===== config.mk =====
export PLATFORM = sky130hd
export DESIGN_NAME = adcc_ctrl
export DESIGN_NICKNAME = d
export VERILOG_FILES = /design/src/core/adcc_pkg.sv /design/src/core/adcc_sar_div.sv /design/src/core/adcc_ctrl.sv
export VERILOG_INCLUDE_DIRS = /design/src /design/src/core
export SDC_FILE = /design/constraint.sdc
export NUM_CORES = 1
export LEC_CHECK = 0
export ABC_AREA = 1
export BUFFER_PORTS_ARGS = -buffer_cell sky130_fd_sc_hd__buf_4
export CORE_UTILIZATION = 55
export CTS_CLUSTER_SIZE = 8
export DETAILED_ROUTE_END_ITERATION = 8
export GPL_TIMING_DRIVEN = 0
export HOLD_SLACK_MARGIN = 0.03
export PLACE_DENSITY = 0.87
export SETUP_SLACK_MARGIN = 0.1
export SKIP_LAST_GASP = 1
export SLEW_MARGIN = 20
export SYNTH_ARGS = -nofsm -noshare
export SYNTH_HDL_FRONTEND = slang
export SYNTH_SLANG_ARGS = --single-unit
export TNS_END_PERCENT = 5

===== constraint.sdc =====
create_clock -name ref_clk -period 1.5 [get_ports ref_clk]
set_input_delay 0.3 -clock ref_clk [delete_from_list [all_inputs] [get_ports ref_clk]]
set_output_delay 0.3 -clock ref_clk [all_outputs]
set_load 0.005 [all_outputs]

===== src/core/adcc_cfg.svh =====
`ifndef ADCC_CFG_SVH
`define ADCC_CFG_SVH

// Register offsets on the plain register port
`define ADCC_OFS_CTRL      3'h0
`define ADCC_OFS_RES_HIGH  3'h1
`define ADCC_OFS_RES_LOW   3'h2
`define ADCC_OFS_IRQ_STAT  3'h3
`define ADCC_OFS_IRQ_MASK  3'h4

// Control register field positions
`define ADCC_CTRL_TRK_HI   7
`define ADCC_CTRL_TRK_LO   6
`define ADCC_CTRL_DONE     5
`define ADCC_CTRL_BUSY     4
`define ADCC_CTRL_STM_HI   3
`define ADCC_CTRL_STM_LO   2
`define ADCC_CTRL_WIN      1
`define ADCC_CTRL_LJST     0

// Interrupt status and mask bit positions
`define ADCC_IRQ_DONE      0
`define ADCC_IRQ_WIN       1
`define ADCC_IRQ_BUSYFALL  2

// Reset values
`define ADCC_CTRL_RST      8'h00
`define ADCC_MASK_RST      3'h0

// Timing counts in converter clock periods
`define ADCC_TRACK_CLKS    3
`define ADCC_CONV_CLKS     11

`endif


===== src/core/adcc_pkg.sv =====
package adcc_pkg;

  // Register port request
  typedef struct packed {
    logic [2:0] addr;
    logic [7:0] wdata;
    logic       wr;
    logic       rd;
  } adcc_bus_req_s;

  // Result and window verdict from the analog core
  typedef struct packed {
    logic [9:0] data;
    logic       window_hit;
  } adcc_core_res_s;

  // Trigger selection codes shared by tracking and start modes
  typedef enum logic [1:0] {
    ADCC_SRC_SW   = 2'b00,
    ADCC_SRC_TMR3 = 2'b01,
    ADCC_SRC_EXT  = 2'b10,
    ADCC_SRC_TMR2 = 2'b11
  } adcc_src_e;

  // Conversion sequencer states
  typedef enum logic [1:0] {
    ADCC_IDLE  = 2'b00,
    ADCC_TRACK = 2'b01,
    ADCC_CONV  = 2'b10
  } adcc_state_e;

endpackage


===== src/core/adcc_sar_div.sv =====
module adcc_sar_div #(
  parameter int DIV = 4
) (
  // Clock and reset
  input  wire logic ref_clk,
  input  wire logic rst_b,
  // Control
  input  wire logic restart,
  // Converter clock enable
  output logic      sar_tick
);

  localparam int CW = (DIV > 1) ? $clog2(DIV) : 1;
  localparam logic [CW-1:0] LAST = CW'(DIV - 1);

  logic [CW-1:0] cnt_q;
  logic [CW-1:0] cnt_d;

  // Restart aligns a phase to a whole converter period
  assign sar_tick = (cnt_q == LAST);
  assign cnt_d    = (restart || cnt_q == LAST) ? '0 : cnt_q + CW'(1);

  ////////////////////////////////////////////////////////////////////////
  // Divider counter
  always_ff @(posedge ref_clk or negedge rst_b) begin
    if (!rst_b) begin
      cnt_q <= '0;
    end else begin
      cnt_q <= cnt_d;
    end
  end

endmodule


===== src/core/adcc_ctrl.sv =====
// Behaviour
// RL1 - Tracking mode 11: timer 2 overflow starts tracking for three converter clocks.
// RL2 - Tracking mode 00: writing one to busy starts three-clock tracking.
// RL3 - Tracking mode 01: timer 3 overflow starts three-clock tracking.
// RL4 - Tracking mode 10: input tracked only while external start pin is low.
// RL5 - Conversion-complete flag, bit five, sets when a conversion finishes.
// RL6 - Software clears the conversion-complete flag; hardware never clears it.
// RL7 - Busy bit, bit four, reads one while a conversion is in progress.
// RL8 - Busy reads zero after conversion ends and after reset.
// RL9 - Falling edge of busy raises an interrupt request when enabled.
// RL10 - Writing zero to busy does nothing; one starts only in start mode 00.
// RL11 - Start mode, bits three to two, value 00: software write starts conversion.
// RL12 - Start mode 01: every timer 3 overflow starts a conversion. The code drops overflows that come during a conversion.
// RL13 - Start mode 11: every timer 2 overflow starts a conversion. The code drops overflows that come during a conversion.
// RL14 - Start mode 10: every rising edge of external start pin starts one. The code drops edges that come during a conversion.
// RL15 - Window-compare flag, bit one, sets when the result matches the window.
// RL16 - Software clears the window-compare flag; hardware leaves it set.
// RL17 - Justify bit zero clear: result right-justified across high and low bytes.
// RL18 - Justify bit set: result left-justified, unused low bits read zero.
`include "adcc_cfg.svh"

module adcc_ctrl #(
  parameter int SAR_DIV     = 4,
  parameter int TRACK_CLKS  = `ADCC_TRACK_CLKS,
  parameter int CONV_CLKS   = `ADCC_CONV_CLKS
) (
  // Clock and reset
  input  wire logic                   ref_clk,
  input  wire logic                   rst_b,
  // Register port
  input  wire adcc_pkg::adcc_bus_req_s bus_req,
  output logic [7:0]                  reg_rdata,
  // Start sources
  input  wire logic                   tmr2_ovf,
  input  wire logic                   tmr3_ovf,
  input  wire logic                   ext_conv_start_in,
  // Analog core
  input  wire adcc_pkg::adcc_core_res_s core_res,
  output logic                        core_track,
  output logic                        core_convert,
  // Interrupt
  output logic                        conv_irq
);

  import adcc_pkg::*;

  // Four bits cover phases of up to sixteen converter clocks
  localparam int CNT_W = 4;
  // Last phase indices; the phase counter runs from zero
  localparam logic [CNT_W-1:0] TRACK_LAST = CNT_W'(TRACK_CLKS - 1);
  localparam logic [CNT_W-1:0] CONV_LAST  = CNT_W'(CONV_CLKS - 1);

  ////////////////////////////////////////////////////////////////////////
  // Trigger selector, shared by the tracking and start decoders
  function automatic logic sel_trigger(input logic [1:0] mode,
                                       input logic       sw,
                                       input logic       t3,
                                       input logic       ext,
                                       input logic       t2);
    logic hit;
    hit = 1'b0;
    unique case (adcc_src_e'(mode))
      ADCC_SRC_SW:   hit = sw;
      ADCC_SRC_TMR3: hit = t3;
      ADCC_SRC_EXT:  hit = ext;
      ADCC_SRC_TMR2: hit = t2;
    endcase
    return hit;
  endfunction

  // Places the ten-bit result as a high and low byte pair
  function automatic logic [15:0] justify(input logic       left,
                                          input logic [9:0] res);
    // Unused bits fill with zero on either side
    return left ? {res, 6'h00} : {6'h00, res};
  endfunction

  // True when a strobe targets the given register offset
  function automatic logic at_reg(input logic       strobe,
                                  input logic [2:0] addr,
                                  input logic [2:0] ofs);
    return strobe && (addr == ofs);
  endfunction

  ////////////////////////////////////////////////////////////////////////
  // State
  adcc_state_e      state_q;
  adcc_state_e      state_d;
  logic [CNT_W-1:0] phase_q;
  logic [CNT_W-1:0] phase_d;
  logic             pend_q;
  logic             pend_d;
  logic             busy_prev_q;
  logic             ext_prev_q;
  logic [1:0]       trk_mode_q;
  logic [1:0]       start_mode_q;
  logic             done_q;
  logic             done_d;
  logic             win_q;
  logic             win_d;
  logic             ljst_q;
  logic [9:0]       result_q;
  logic [2:0]       irq_stat_q;
  logic [2:0]       irq_stat_d;
  logic [2:0]       irq_mask_q;
  logic [7:0]       rdata_q;

  ////////////////////////////////////////////////////////////////////////
  // Register decode
  logic ctrl_wr;
  logic mask_wr;
  logic stat_rd;
  logic sw_start;

  // Unmapped offsets match nothing, so writes there are dropped
  assign ctrl_wr  = at_reg(bus_req.wr, bus_req.addr, `ADCC_OFS_CTRL);
  assign mask_wr  = at_reg(bus_req.wr, bus_req.addr, `ADCC_OFS_IRQ_MASK);
  assign stat_rd  = at_reg(bus_req.rd, bus_req.addr, `ADCC_OFS_IRQ_STAT);
  // A one to busy counts as a start request only in start mode 00
  assign sw_start = ctrl_wr && bus_req.wdata[`ADCC_CTRL_BUSY];  // RL10

  ////////////////////////////////////////////////////////////////////////
  // Event decode
  logic ext_rise;
  logic start_evt;
  logic track_evt;
  logic trk_pin_mode;
  logic [1:0] start_mode_eff;
  logic [1:0] trk_mode_eff;

  // A control write acts with the modes it writes, so one write can pick a mode and start
  assign start_mode_eff = ctrl_wr ? bus_req.wdata[`ADCC_CTRL_STM_HI:`ADCC_CTRL_STM_LO]
                                  : start_mode_q;
  assign trk_mode_eff   = ctrl_wr ? bus_req.wdata[`ADCC_CTRL_TRK_HI:`ADCC_CTRL_TRK_LO]
                                  : trk_mode_q;
  // Pin is synchronous to ref_clk, so a plain previous-value compare is enough
  assign ext_rise     = ext_conv_start_in && !ext_prev_q;  // RL14
  // Start sources per start mode; external edge only in mode 10
  assign start_evt    = sel_trigger(start_mode_eff, sw_start, tmr3_ovf,
                                    ext_rise, tmr2_ovf);  // RL10 RL11 RL12 RL13 RL14
  // Tracking sources per tracking mode; mode 10 is level driven, no event
  assign track_evt    = sel_trigger(trk_mode_eff, sw_start, tmr3_ovf,
                                    1'b0, tmr2_ovf);  // RL1 RL2 RL3
  // Pin tracking mode bypasses the timed tracking phase
  assign trk_pin_mode = (trk_mode_eff == ADCC_SRC_EXT);

  ////////////////////////////////////////////////////////////////////////
  // Converter clock enable; restarts when a phase opens
  logic sar_tick;
  logic phase_open;

  adcc_sar_div #(
    .DIV      (SAR_DIV)
  ) u_sar_div (
    .ref_clk  (ref_clk),
    .rst_b    (rst_b),
    .restart  (phase_open),
    .sar_tick (sar_tick)
  );

  ////////////////////////////////////////////////////////////////////////
  // Sequencer next state
  logic track_end;
  logic conv_end;

  assign track_end = (state_q == ADCC_TRACK) && sar_tick && (phase_q == TRACK_LAST);
  assign conv_end  = (state_q == ADCC_CONV) && sar_tick && (phase_q == CONV_LAST);

  always_comb begin
    state_d    = state_q;
    pend_d     = pend_q;
    phase_d    = sar_tick ? phase_q + CNT_W'(1) : phase_q;
    phase_open = 1'b0;
    unique case (state_q)
      ADCC_IDLE: begin
        phase_d = '0;
        if (start_evt && trk_pin_mode) begin
          // Pin already did the tracking; convert right away
          state_d    = ADCC_CONV;  // RL4
          phase_open = 1'b1;
        end else if (start_evt || track_evt) begin
          state_d    = ADCC_TRACK;  // RL1 RL2 RL3
          // A track-only event leaves pend clear, so tracking ends in idle
          pend_d     = start_evt;
          phase_open = 1'b1;
        end
      end
      ADCC_TRACK: begin
        if (start_evt) begin
          pend_d = 1'b1;
        end
        if (track_end) begin
          phase_d    = '0;
          pend_d     = 1'b0;
          phase_open = 1'b1;
          state_d    = (pend_q || start_evt) ? ADCC_CONV : ADCC_IDLE;
        end
      end
      ADCC_CONV: begin
        // Starts during a conversion are dropped; the core cannot restart mid-way
        if (conv_end) begin
          state_d = ADCC_IDLE;
          phase_d = '0;
        end
      end
      default: begin
        state_d = ADCC_IDLE;
        pend_d  = 1'b0;
        phase_d = '0;
      end
    endcase
  end

  ////////////////////////////////////////////////////////////////////////
  // Busy, flags and interrupt events
  logic       busy;
  logic       busy_fall;
  logic [2:0] irq_evt;

  // Busy covers a pending start in tracking and the conversion itself
  assign busy      = (state_q == ADCC_CONV) || pend_q;  // RL7 RL8
  assign busy_fall = busy_prev_q && !busy;  // RL9
  // Set wins over a software clear written in the same cycle
  assign done_d    = conv_end || (done_q && !(ctrl_wr &&
                     !bus_req.wdata[`ADCC_CTRL_DONE]));  // RL5 RL6
  assign win_d     = (conv_end && core_res.window_hit) || (win_q && !(ctrl_wr &&
                     !bus_req.wdata[`ADCC_CTRL_WIN]));  // RL15 RL16
  assign irq_evt   = {busy_fall, conv_end && core_res.window_hit, conv_end};
  // Reading status clears it, but an event in that cycle survives
  for (genvar i = 0; i < 3; i++) begin : g_stat
    assign irq_stat_d[i] = irq_evt[i] || (irq_stat_q[i] && !stat_rd);
  end
  // Level output, high until status is read or the mask bit drops
  assign conv_irq   = |(irq_stat_q & irq_mask_q);  // RL9

  ////////////////////////////////////////////////////////////////////////
  // Core strobes
  assign core_track   = (state_q == ADCC_TRACK) ||
                        ((state_q == ADCC_IDLE) && trk_pin_mode &&
                         !ext_conv_start_in);  // RL4
  assign core_convert = (state_q == ADCC_CONV);

  ////////////////////////////////////////////////////////////////////////
  // Read mux with result justification
  logic [7:0] ctrl_view;
  logic [7:0] res_high;
  logic [7:0] res_low;
  logic [7:0] rd_mux;
  logic [15:0] res_pair;

  assign ctrl_view = {trk_mode_q, done_q, busy, start_mode_q, win_q, ljst_q};
  assign res_pair  = justify(ljst_q, result_q);  // RL17 RL18
  assign res_high  = res_pair[15:8];
  assign res_low   = res_pair[7:0];

  always_comb begin
    unique case (bus_req.addr)
      `ADCC_OFS_CTRL:     rd_mux = ctrl_view;
      `ADCC_OFS_RES_HIGH: rd_mux = res_high;
      `ADCC_OFS_RES_LOW:  rd_mux = res_low;
      `ADCC_OFS_IRQ_STAT: rd_mux = {5'h00, irq_stat_q};
      `ADCC_OFS_IRQ_MASK: rd_mux = {5'h00, irq_mask_q};
      default:            rd_mux = 8'h00;
    endcase
  end

  assign reg_rdata = rdata_q;

  ////////////////////////////////////////////////////////////////////////
  // Sequencer registers
  always_ff @(posedge ref_clk or negedge rst_b) begin
    if (!rst_b) begin
      state_q     <= ADCC_IDLE;
      phase_q     <= '0;
      pend_q      <= 1'b0;
      busy_prev_q <= 1'b0;
      ext_prev_q  <= 1'b1;  // Pin high at release is no edge
    end else begin
      state_q     <= state_d;
      phase_q     <= phase_d;
      pend_q      <= pend_d;
      busy_prev_q <= busy;
      ext_prev_q  <= ext_conv_start_in;
    end
  end

  ////////////////////////////////////////////////////////////////////////
  // Control fields written by software
  always_ff @(posedge ref_clk or negedge rst_b) begin
    if (!rst_b) begin
      trk_mode_q   <= 2'(`ADCC_CTRL_RST >> `ADCC_CTRL_TRK_LO);
      start_mode_q <= 2'(`ADCC_CTRL_RST >> `ADCC_CTRL_STM_LO);
      ljst_q       <= 1'b0;
    end else begin
      if (ctrl_wr) begin
        trk_mode_q   <= bus_req.wdata[`ADCC_CTRL_TRK_HI:`ADCC_CTRL_TRK_LO];
        start_mode_q <= bus_req.wdata[`ADCC_CTRL_STM_HI:`ADCC_CTRL_STM_LO];
        ljst_q       <= bus_req.wdata[`ADCC_CTRL_LJST];
      end
    end
  end

  ////////////////////////////////////////////////////////////////////////
  // Interrupt mask, kept apart since its write has its own offset
  always_ff @(posedge ref_clk or negedge rst_b) begin
    if (!rst_b) begin
      irq_mask_q <= `ADCC_MASK_RST;
    end else if (mask_wr) begin
      irq_mask_q <= bus_req.wdata[2:0];
    end
  end

  ////////////////////////////////////////////////////////////////////////
  // Flags and status
  always_ff @(posedge ref_clk or negedge rst_b) begin
    if (!rst_b) begin
      done_q     <= 1'b0;
      win_q      <= 1'b0;
      irq_stat_q <= 3'h0;
    end else begin
      done_q     <= done_d;
      win_q      <= win_d;
      irq_stat_q <= irq_stat_d;
    end
  end

  ////////////////////////////////////////////////////////////////////////
  // Result capture and read data
  always_ff @(posedge ref_clk or negedge rst_b) begin
    if (!rst_b) begin
      result_q <= 10'h000;
      rdata_q  <= 8'h00;
    end else begin
      // Result holds until the next conversion ends, so a late read still sees it
      if (conv_end) begin
        result_q <= core_res.data;
      end
      // Data stand only in the cycle after the read strobe
      rdata_q <= bus_req.rd ? rd_mux : 8'h00;
    end
  end

endmodule


==> flow_metrics.env, run 1 <==
export IMPL_outcome="finished with violations"
export IMPL_failed_checks="setup timing"
export IMPL_grt_use_total_pct=30.19
export IMPL_synth_adder_area_share_pct=3.474
export IMPL_mostFrequentLayoutCells="80 x nand2_1, 51 x buf_4, 41 x dfrtp_1"
export IMPL_cts_tree="yes"
export IMPL_synth_xor_area_share_pct=0.8107
export IMPL_core_area_mm2=0.003716
export IMPL_yosysTopAreaCellShare_pct=47.48
export IMPL_routabilityCongestion=0.8802
export IMPL_syn_nets=300
export IMPL_crit_path_max_incr_delay_ps=410
export IMPL_cp_max_fo=2
export IMPL_dpl_hpwl_mm=3.477
export IMPL_die_y_um=64.68
export IMPL_arrival_ps=1290
export IMPL_num_rows=22
export IMPL_finalMaxSlewViolations=0
export IMPL_antenna_cells=0
export IMPL_drv_cap=0
export IMPL_start_kind="flip-flop"
export IMPL_grt_first_pass_wirelength_mm=9.349
export IMPL_clock_sinks=42
export IMPL_overflow=0
export IMPL_num_fill_cells=242
export IMPL_route_antenna_remaining_nets=0
export IMPL_synthMuxAreaShare_pct=1.042
export IMPL_io_buffers=39
export IMPL_path_buf_inv=1
export IMPL_cpLargestDelayFamily="flip-flops"
export IMPL_drc_errors=0
export IMPL_finalCritPeriodShare_pct=106.2
export IMPL_initialDrtViolationCount=245
export IMPL_cp_end_kind="output port"
export IMPL_htreeDepth=2
export IMPL_firstDrtPassIters=5
export IMPL_placedCellCount=352
export IMPL_startpoint="trk_mode_q[0]$_DFF_PN0_"
export IMPL_dp_slack_ps=-271.0
export IMPL_clk_latency_ps=300
export IMPL_r2r_start="u_sar_div.cnt_q[0]$_DFF_PN0_"
export IMPL_synth_avg_cell_area_um2=8.154
export IMPL_cts_buffers=5
export IMPL_clock_root_buffer="clkbuf_8"
export IMPL_die_x_um=64.68
export IMPL_cp_data_required_time_ps=1200
export IMPL_finalSetupViolCount=13
export IMPL_wirelength_mm=5.723
export IMPL_synth_top_family_by_area="simple AND/OR/NAND/NOR gates"
export IMPL_final_common_cell="nand2_1"
export IMPL_start_util_pct=58.15
export IMPL_synth_seq_cells=42
export IMPL_ys_warn_count=0
export IMPL_path_class="reg2out"
export IMPL_area_growth_syn_to_layout_pct=33.58
export IMPL_nNetsFinal=363
export IMPL_rsz0062_at_grt="true"
export IMPL_yosys_area_share_simple_pct=27.91
export IMPL_vdd_ir_drop_max_mv=1.436
export IMPL_clk_path_buf_depth=2
export IMPL_top_level_ports=40
export IMPL_hold_violations=0
export IMPL_maxSlewHeadroom_pct=65.77
export IMPL_synth_cells=265
export IMPL_power_w=0.003802
export IMPL_clk_pin_slew_ps=80
export IMPL_antenna_found_initial=0
export IMPL_max_freq_mhz=627.6
export IMPL_yosysTopAreaCell="dfrtp_1"
export IMPL_hold_worst_slack_ps=110.9
export IMPL_period_minus_slack_ps=1593
export IMPL_viasPerCell=5.493
export IMPL_tightestPinTransition_ps=513.4
export IMPL_skew_ps=6.688
export IMPL_synth_area_leaders="dfrtp_1 47%, nand2_1 15%, inv_1 7.1%"
export IMPL_design_die_area_mm2=0.004184
export IMPL_p_per_area_mw_per_mm2=1317
export IMPL_drive_gt1_share_pct=28.88
export IMPL_synth_compound_area_share_pct=10.13
export IMPL_syn_area_mm2=0.002161
export IMPL_ys_types=33
export IMPL_min_path_type="in2reg"
export IMPL_hold_start="ext_conv_start_in"
export IMPL_grt_max_degree=43
export IMPL_routedWlPerCell_um=15.18
export IMPL_vias=2071
export IMPL_power_leakage_nw=1.519
export IMPL_synth_seq_area_share_pct=48.70
export IMPL_tns_ps=-407.5
export IMPL_instances_no_fill=377
export IMPL_grt_pass1_vias=2039
export IMPL_crit_slowest_cell="dfrtp_1"
export IMPL_crit_chain="nand2_2 > o21ai_4 > nor2_2 > a31o_2 > buf_6"
export IMPL_fin_ws_ps=-93.48
## path summary, 6_finish.rpt
path | slack, ps | depth (start not counted) | to
hold / removal | 110 | 1 | ext_prev_q$_DFF_PN1_
setup / recovery | -90 | 5 | core_track
min in group asynchronous | 510 | 2 | reg_rdata[5]$_DFF_PN0_
setup reg to reg | -30 | 8 | result_q[3]$_DFFE_PN0P_
hold reg to reg | 450 | 1 | u_sar_div.cnt_q[0]$_DFF_PN0_
max in group asynchronous | 620 | 2 | ext_prev_q$_DFF_PN1_
## flip-flops by register name, summed over array words and instances, names as in the netlist
name,count
irq_mask_q,3
state_q,2
ljst_q,1
done_q,1
phase_q,4
irq_stat_q,3
busy_prev_q,1
result_q,10
start_mode_q,2
u_sar_div.cnt_q,2
win_q,1
trk_mode_q,2
pend_q,1
ext_prev_q,1
reg_rdata,8
## timing repair
action,CTS,global route
endpoints found under the hold margin,41,0
setup endpoints to repair,22,29
hold buffers,1,0
pin swaps,6,6
gates cloned,0,0
resized for setup,19,7
setup buffers,13,3
## synthesized netlist by cell type
library cell	count
nand2_1	84
dfrtp_1	41
inv_1	41
nand3_1	18
o21ai_0	16
nor2_1	14
nand4_1	8
ha_1	6
a211oi_1	3
a21oi_1	3
a221oi_1	2
a22oi_1	2
clkbuf_1	2
mux2_2	2
nand2_2	2
nand3_2	2
nand3_4	2
o211ai_1	2
a21o_1	1
a21oi_2	1
a31o_2	1
buf_2	1
clkinv_2	1
dfstp_2	1
nand2_4	1
nor2_4	1
nor3_1	1
o21ai_1	1
o21ai_2	1
o221ai_1	1
o22ai_1	1
xnor2_1	1
xor2_1	1
## per-stage QoR
stage	instance area, um^2	util [%]
6_report	2887	77.68
5_1_grt	2887	77.68
4_1_cts	2830	76.16
3_5_place_dp	2517	67.74
3_3_place_gp	2517	67.74
2_1_floorplan	2165	-
## cell type report
cell class | instances | area (um^2) | area share [%]
inverter | 42 | 162.7 | 5.635
clock inverter | 2 | 60.06 | 2.081
timing repair buffer | 56 | 441.7 | 15.30
sequential | 42 | 1052 | 36.45
clock buffer | 6 | 82.58 | 2.861
buffer | 3 | 17.52 | 0.6068
multi-input combinational | 178 | 1010 | 34.98
tap | 48 | 60.06 | 2.081
## cell families after synthesis
logic type | after synthesis
DFF | 42
adders and majority gates | 6
buffers and inverters | 45
AOI/OAI and AO/OA | 35
xor gates and xnor gates | 2
muxes | 2
and+or+nand+nor | 133
## layer usage
layer	global-route usage [%]	vias up	routed length, um
met4	11.67	0	184
li1	-	978	-
met1	33.91	971	2215
met3	8.451	22	321
met2	53.82	100	3001
met5	0	-	0
## report_power, final
part / switching (W) / internal [W]
sequential: 0.000114 / 0.00130
combinational: 0.000722 / 0.000566
clock: 0.000389 / 0.000710
total: 0.00122 / 0.00258
(Power assumes the default switching activity.)
==> run 2, diff against run 1 <==
CORE_UTILIZATION = 54   (was 55)
PLACE_DENSITY = 0.86   (was 0.87)
==> run 2 against run 1 <==
Compared with the run above:
- the run still ends with setup timing left
- clock power is essentially flat
- die area grew 1.8%
- clock skew grew 6.4 ps
- sequential power is essentially flat
- critical path type unchanged
- critical endpoint unchanged
- highest routed layer unchanged
==> flow_metrics.env, run 2 (synthesized netlist as in run 1, its figures left out) <==
export IMPL_outcome="finished with violations"
export IMPL_failed_checks="setup timing"
export IMPL_multiInputGateArea_mm2=0.001017
export IMPL_finalSetupViolCount=10
export IMPL_drc_errors=0
export IMPL_min_path_cells=1
export IMPL_top_layer="met4"
export IMPL_clk_latency_ps=300
export IMPL_start_kind="flip-flop"
export IMPL_largest_register_ffs=10
export IMPL_power_w=0.003847
export IMPL_wirelength_mm=5.384
export IMPL_clk_path_buf_depth=2
export IMPL_rsz0062_at_grt="true"
export IMPL_hold_worst_slack_ps=123.8
export IMPL_p_int_w=0.002602
export IMPL_io_buffers=39
export IMPL_dr_wl_met2_mm=2.734
export IMPL_grt_use_total_pct=26.49
export IMPL_maxSlewHeadroom_pct=64.20
export IMPL_core_area_mm2=0.003744
export IMPL_finalCritPeriodShare_pct=107.7
export IMPL_antenna_found_initial=0
export IMPL_instances_no_fill=371
export IMPL_path_class="reg2out"
export IMPL_routedWlPerCell_um=14.51
export IMPL_tightestPinTransition_ps=537.0
export IMPL_cp_data_required_time_ps=1200
export IMPL_routabilityCongestion=0.8843
export IMPL_design_die_area_mm2=0.004258
export IMPL_num_rows=22
export IMPL_met1_length_mm=2.280
export IMPL_hold_violations=0
export IMPL_route_antenna_remaining_nets=0
export IMPL_combPwrFrac_pct=34.7
export IMPL_mostFrequentLayoutCells="81 x nand2_1, 47 x buf_4, 41 x dfrtp_1"
export IMPL_initialDrtViolationCount=192
export IMPL_cp_end_kind="output port"
export IMPL_grt_max_degree=43
export IMPL_start_util_pct=57.72
export IMPL_drv_cap=0
export IMPL_clock_sinks=42
export IMPL_placedCellCount=352
export IMPL_final_core_util_pct=75.74
export IMPL_cts_buffers=5
export IMPL_regMostFlops="result_q"
export IMPL_final_common_cell="nand2_1"
export IMPL_firstDrtPassIters=4
export IMPL_num_fill_cells=270
export IMPL_pwr_share_seq_pct=36.6
export IMPL_switching_power_w=0.001245
export IMPL_die_x_um=65.26
export IMPL_area_growth_syn_to_layout_pct=31.21
export IMPL_period_minus_slack_ps=1616
export IMPL_grt_first_pass_wirelength_mm=8.590
export IMPL_skew_ps=13.12
export IMPL_max_freq_mhz=618.9
export IMPL_vdd_ir_drop_max_mv=0.8971
export IMPL_top_level_ports=40
export IMPL_clock_root_buffer="clkbuf_8"
export IMPL_dpl_hpwl_mm=3.563
export IMPL_r2r_cells=8
export IMPL_p_clk_share_pct=28.6
export IMPL_antenna_cells=0
export IMPL_dpl_cell_area_mm2=0.002517
export IMPL_fin_area_mm2=0.002835
export IMPL_htreeDepth=2
export IMPL_power_leakage_nw=1.488
export IMPL_cts_tree="yes"
export IMPL_grt_pass1_vias=1975
export IMPL_vias=1977
export IMPL_wl_met3_um=264
export IMPL_drive_gt1_share_pct=27.55
export IMPL_overflow=0
export IMPL_seq_area_mm2=0.001052
export IMPL_arrival_ps=1320
export IMPL_fin_ws_ps=-115.9
export IMPL_p_per_area_mw_per_mm2=1357
export IMPL_clk_pin_slew_ps=90
export IMPL_cp_max_fo=3
export IMPL_nNetsFinal=357
export IMPL_viasPerCell=5.329
export IMPL_min_path_type="in2reg"
export IMPL_finalMaxSlewViolations=0
export IMPL_swShare_pct=32.36
export IMPL_die_y_um=65.26
[run 2: changes by cell type in the layout (fill, tap and decap cells not counted), sizes merged]
cell | previous run | this run
buf | 56 | 51
clkbuf | 8 | 7
[run 2: critical path, stage by stage, from the launching register on]
cell	delay [ps]
dfrtp_1	380
inv_2	80
nand2_2	70
nand2_2	100
nor2_4	50
a31o_4	240
buf_6	110
[run 2: cell type report]
class | instances | area share (%)
Sequential cell | 42 | 37.11
Buffer | 3 | 0.5296
Timing Repair Buffer | 50 | 13.59
Clock buffer | 6 | 2.913
Clock inverter | 2 | 2.118
Tap cell | 48 | 2.118
Inverter | 42 | 5.737
Multi-Input combinational cell | 178 | 35.88
[run 2: through the flow]
step | setup TNS [ps] | setup WS, ps
2_1_floorplan | 0 | 94.13
3_3_place_gp | -2055 | -249.9
3_5_place_dp | -2739 | -277.4
4_1_cts | -131.1 | -89.22
5_1_grt | -2022 | -156.6
6_report | -346.4 | -115.9
[run 2: metal layers]
layer  vias to the layer above  track usage [%]
li1                        964                -
met1                       932            33.14
met2                        67            46.26
met3                        14            4.514
met4                         0            8.424
met5                         -                0
[run 2: what timing repair did]
action                     4_1_cts  5_1_grt
setup endpoints to repair       22       26
pin swaps                        4        6
hold buffers                     1        0
hold endpoints to repair        41        0
resized for setup               16        9
buffers inserted                 8        2
[run 2: power groups by stage]
stage               Clock, W  Combinational (W)  Sequential, W
global route         0.00115            0.00149        0.00143
detailed placement         0            0.00103        0.00142
finish               0.00110            0.00134        0.00141
floorplan                  0           0.000701        0.00140
CTS                  0.00111            0.00118        0.00140
global placement           0           0.000986        0.00141
[run 2: worst paths after layout]
check / slack (ps) / from / end
hold reg to reg: 440 / u_sar_div.cnt_q[0]$_DFF_PN0_ / u_sar_div.cnt_q[0]$_DFF_PN0_
setup / recovery: -120 / trk_mode_q[1]$_DFF_PN0_ / core_track
max in group asynchronous: 600 / rst_b / win_q$_DFF_PN0_
min in group asynchronous: 530 / rst_b / trk_mode_q[0]$_DFF_PN0_
hold / removal: 120 / ext_conv_start_in / ext_prev_q$_DFF_PN1_
setup reg to reg: -40 / state_q[0]$_DFFE_PN0P_ / result_q[8]$_DFFE_PN0P_
==> run 3, diff against run 2 <==
SKIP_CTS_REPAIR_TIMING = 1   (was not set)
==> run 3 against run 2 <==
Compared with the run above:
- the flow still finishes with violations (setup timing)
- power shrank 3.9%
- global-route usage shrank 1.4 points
- sequential share of layout area grew 0.67 points
- via count shrank 0.46%
- die area is the same
- largest cell class unchanged
==> flow_metrics.env, run 3 (synthesized netlist as in run 1, its figures left out) <==
export IMPL_hold_end="ext_prev_q$_DFF_PN1_"
export IMPL_num_rows=22
export IMPL_antenna_found_initial=0
export IMPL_drive_gt1_share_pct=26.17
export IMPL_die_y_um=65.26
export IMPL_cp_data_required_time_ps=1200
export IMPL_routabilityCongestion=0.8843
export IMPL_finalMaxSlewViolations=0
export IMPL_regToRegSetupSlack_ps=-30
export IMPL_grt_max_degree=43
export IMPL_fin_ws_ps=-180.7
export IMPL_skew_ps=15.07
export IMPL_overflow=0
export IMPL_reg2reg_to="state_q[0]$_DFFE_PN0P_"
export IMPL_viasPerCell=5.333
export IMPL_clock_sinks=42
export IMPL_maxSlewHeadroom_pct=64.27
export IMPL_crit_chain="buf_4 > nor2_4 > nand3_4 > o21ai_4 > nor2_2 > a31o_2 > buf_4"
export IMPL_grt_first_pass_wirelength_mm=8.183
export IMPL_max_freq_mhz=595.0
export IMPL_fin_area_mm2=0.002785
export IMPL_hold_violations=0
export IMPL_combPwrFrac_pct=32.1
export IMPL_finalCritPeriodShare_pct=112.0
export IMPL_crit_top_cell="buf_4"
export IMPL_min_path_cells=1
export IMPL_crit_slowest_cell="o21ai_4"
export IMPL_clk_path_buf_depth=2
export IMPL_final_common_cell="nand2_1"
export IMPL_r2r_start="state_q[0]$_DFFE_PN0P_"
export IMPL_clk_latency_ps=300
export IMPL_swShare_pct=31.90
export IMPL_mostFrequentLayoutCells="81 x nand2_1, 47 x buf_4, 41 x dfrtp_1"
export IMPL_start_kind="input port"
export IMPL_largest_register_ffs=10
export IMPL_cp_end_kind="output port"
export IMPL_min_path_type="in2reg"
export IMPL_initialDrtViolationCount=208
export IMPL_wirelength_mm=5.220
export IMPL_dpl_hpwl_mm=3.563
export IMPL_path_class="in2out"
export IMPL_start_util_pct=57.72
export IMPL_tns_ps=-431.2
export IMPL_cts_tree="yes"
export IMPL_tightestPinTransition_ps=535.9
export IMPL_antenna_cells=0
export IMPL_vdd_ir_drop_max_mv=0.8503
export IMPL_core_area_mm2=0.003744
export IMPL_crit_path_max_incr_delay_ps=210
export IMPL_htreeDepth=2
export IMPL_outcome="finished with violations"
export IMPL_rsz0062_at_grt="true"
export IMPL_finalSetupViolCount=13
export IMPL_die_x_um=65.26
export IMPL_p_int_w=0.002518
export IMPL_p_clk_share_pct=29.8
export IMPL_area_growth_syn_to_layout_pct=28.89
export IMPL_hold_worst_slack_ps=112.0
export IMPL_power_leakage_nw=1.471
export IMPL_cp_max_fo=6
export IMPL_failed_checks="setup timing"
export IMPL_hold_start="ext_conv_start_in"
export IMPL_grt_use_total_pct=25.04
export IMPL_clk_pin_slew_ps=90
export IMPL_route_antenna_remaining_nets=0
export IMPL_path_buf_inv=2
export IMPL_dp_slack_ps=-277.4
export IMPL_nNetsFinal=355
export IMPL_drv_cap=0
export IMPL_regMostFlops="result_q"
export IMPL_arrival_ps=1380
export IMPL_grt_pass1_vias=1906
export IMPL_clock_root_buffer="clkbuf_8"
export IMPL_cts_buffers=5
export IMPL_period_minus_slack_ps=1681
export IMPL_firstDrtPassIters=4
export IMPL_cpLargestDelayFamily="compound AO/OA/AOI/OAI gates"
export IMPL_pwr_share_seq_pct=38.1
export IMPL_io_buffers=39
export IMPL_vias=1968
export IMPL_routedWlPerCell_um=14.15
export IMPL_r2r_cells=9
export IMPL_switching_power_w=0.001179
export IMPL_dpl_cell_area_mm2=0.002517
export IMPL_p_per_area_mw_per_mm2=1327
export IMPL_top_level_ports=40
export IMPL_design_die_area_mm2=0.004258
export IMPL_drc_errors=0
run 3: final cells by class:
cell class | count | area [um^2]
Clock inverter | 2 | 60.06
Buffer | 3 | 15.01
Inverter | 42 | 162.7
Sequential cell | 42 | 1052
Timing Repair Buffer | 48 | 362.8
Multi-Input combinational cell | 178 | 989.7
Fill cell | 282 | 958.4
Clock buffer | 6 | 82.58
Tap cell | 48 | 60.06
run 3: metrics by stage:
step                      std cells  total power, W  util, %
after floorplan                 265        0.002098        -
after global placement          352        0.002397    67.25
after detailed placement        352        0.002450    67.25
after CTS                       360        0.003556    71.06
after global routing            369        0.003913    74.40
final                           369        0.003697    74.40
run 3: worst max-delay path by stage:
stage	start	endpoint	slack [ps]	cells after the start
final	bus_req[11]	core_track	-180	7
after global routing	bus_req[11]	core_track	-220	8
after CTS	bus_req[12]	core_track	-270	8
after detailed placement	bus_req[12]	core_track	-280	7
after floorplan	state_q[0]$_DFFE_PN0P_	state_q[0]$_DFFE_PN0P_	90	9
after global placement	bus_req[12]	core_track	-250	8
run 3: metal layers:
| metal | global-route usage [%] | vias up | wire (um) |
|---|---|---|---|
| met3 | 4.514 | 8 | 268 |
| met4 | 7.609 | 0 | 74 |
| met5 | 0 | - | 0 |
| met1 | 32.27 | 934 | 2185 |
| met2 | 42.65 | 66 | 2691 |
| li1 | - | 960 | - |
run 3: power by group through the flow:
stage	Combinational [W]	Clock (W)	Sequential, W
6_report	0.00119	0.00110	0.00141
5_1_grt	0.00133	0.00116	0.00142
4_1_cts	0.00105	0.00111	0.00140
3_5_place_dp	0.00103	0	0.00142
3_3_place_gp	0.000986	0	0.00141
2_1_floorplan	0.000701	0	0.00140
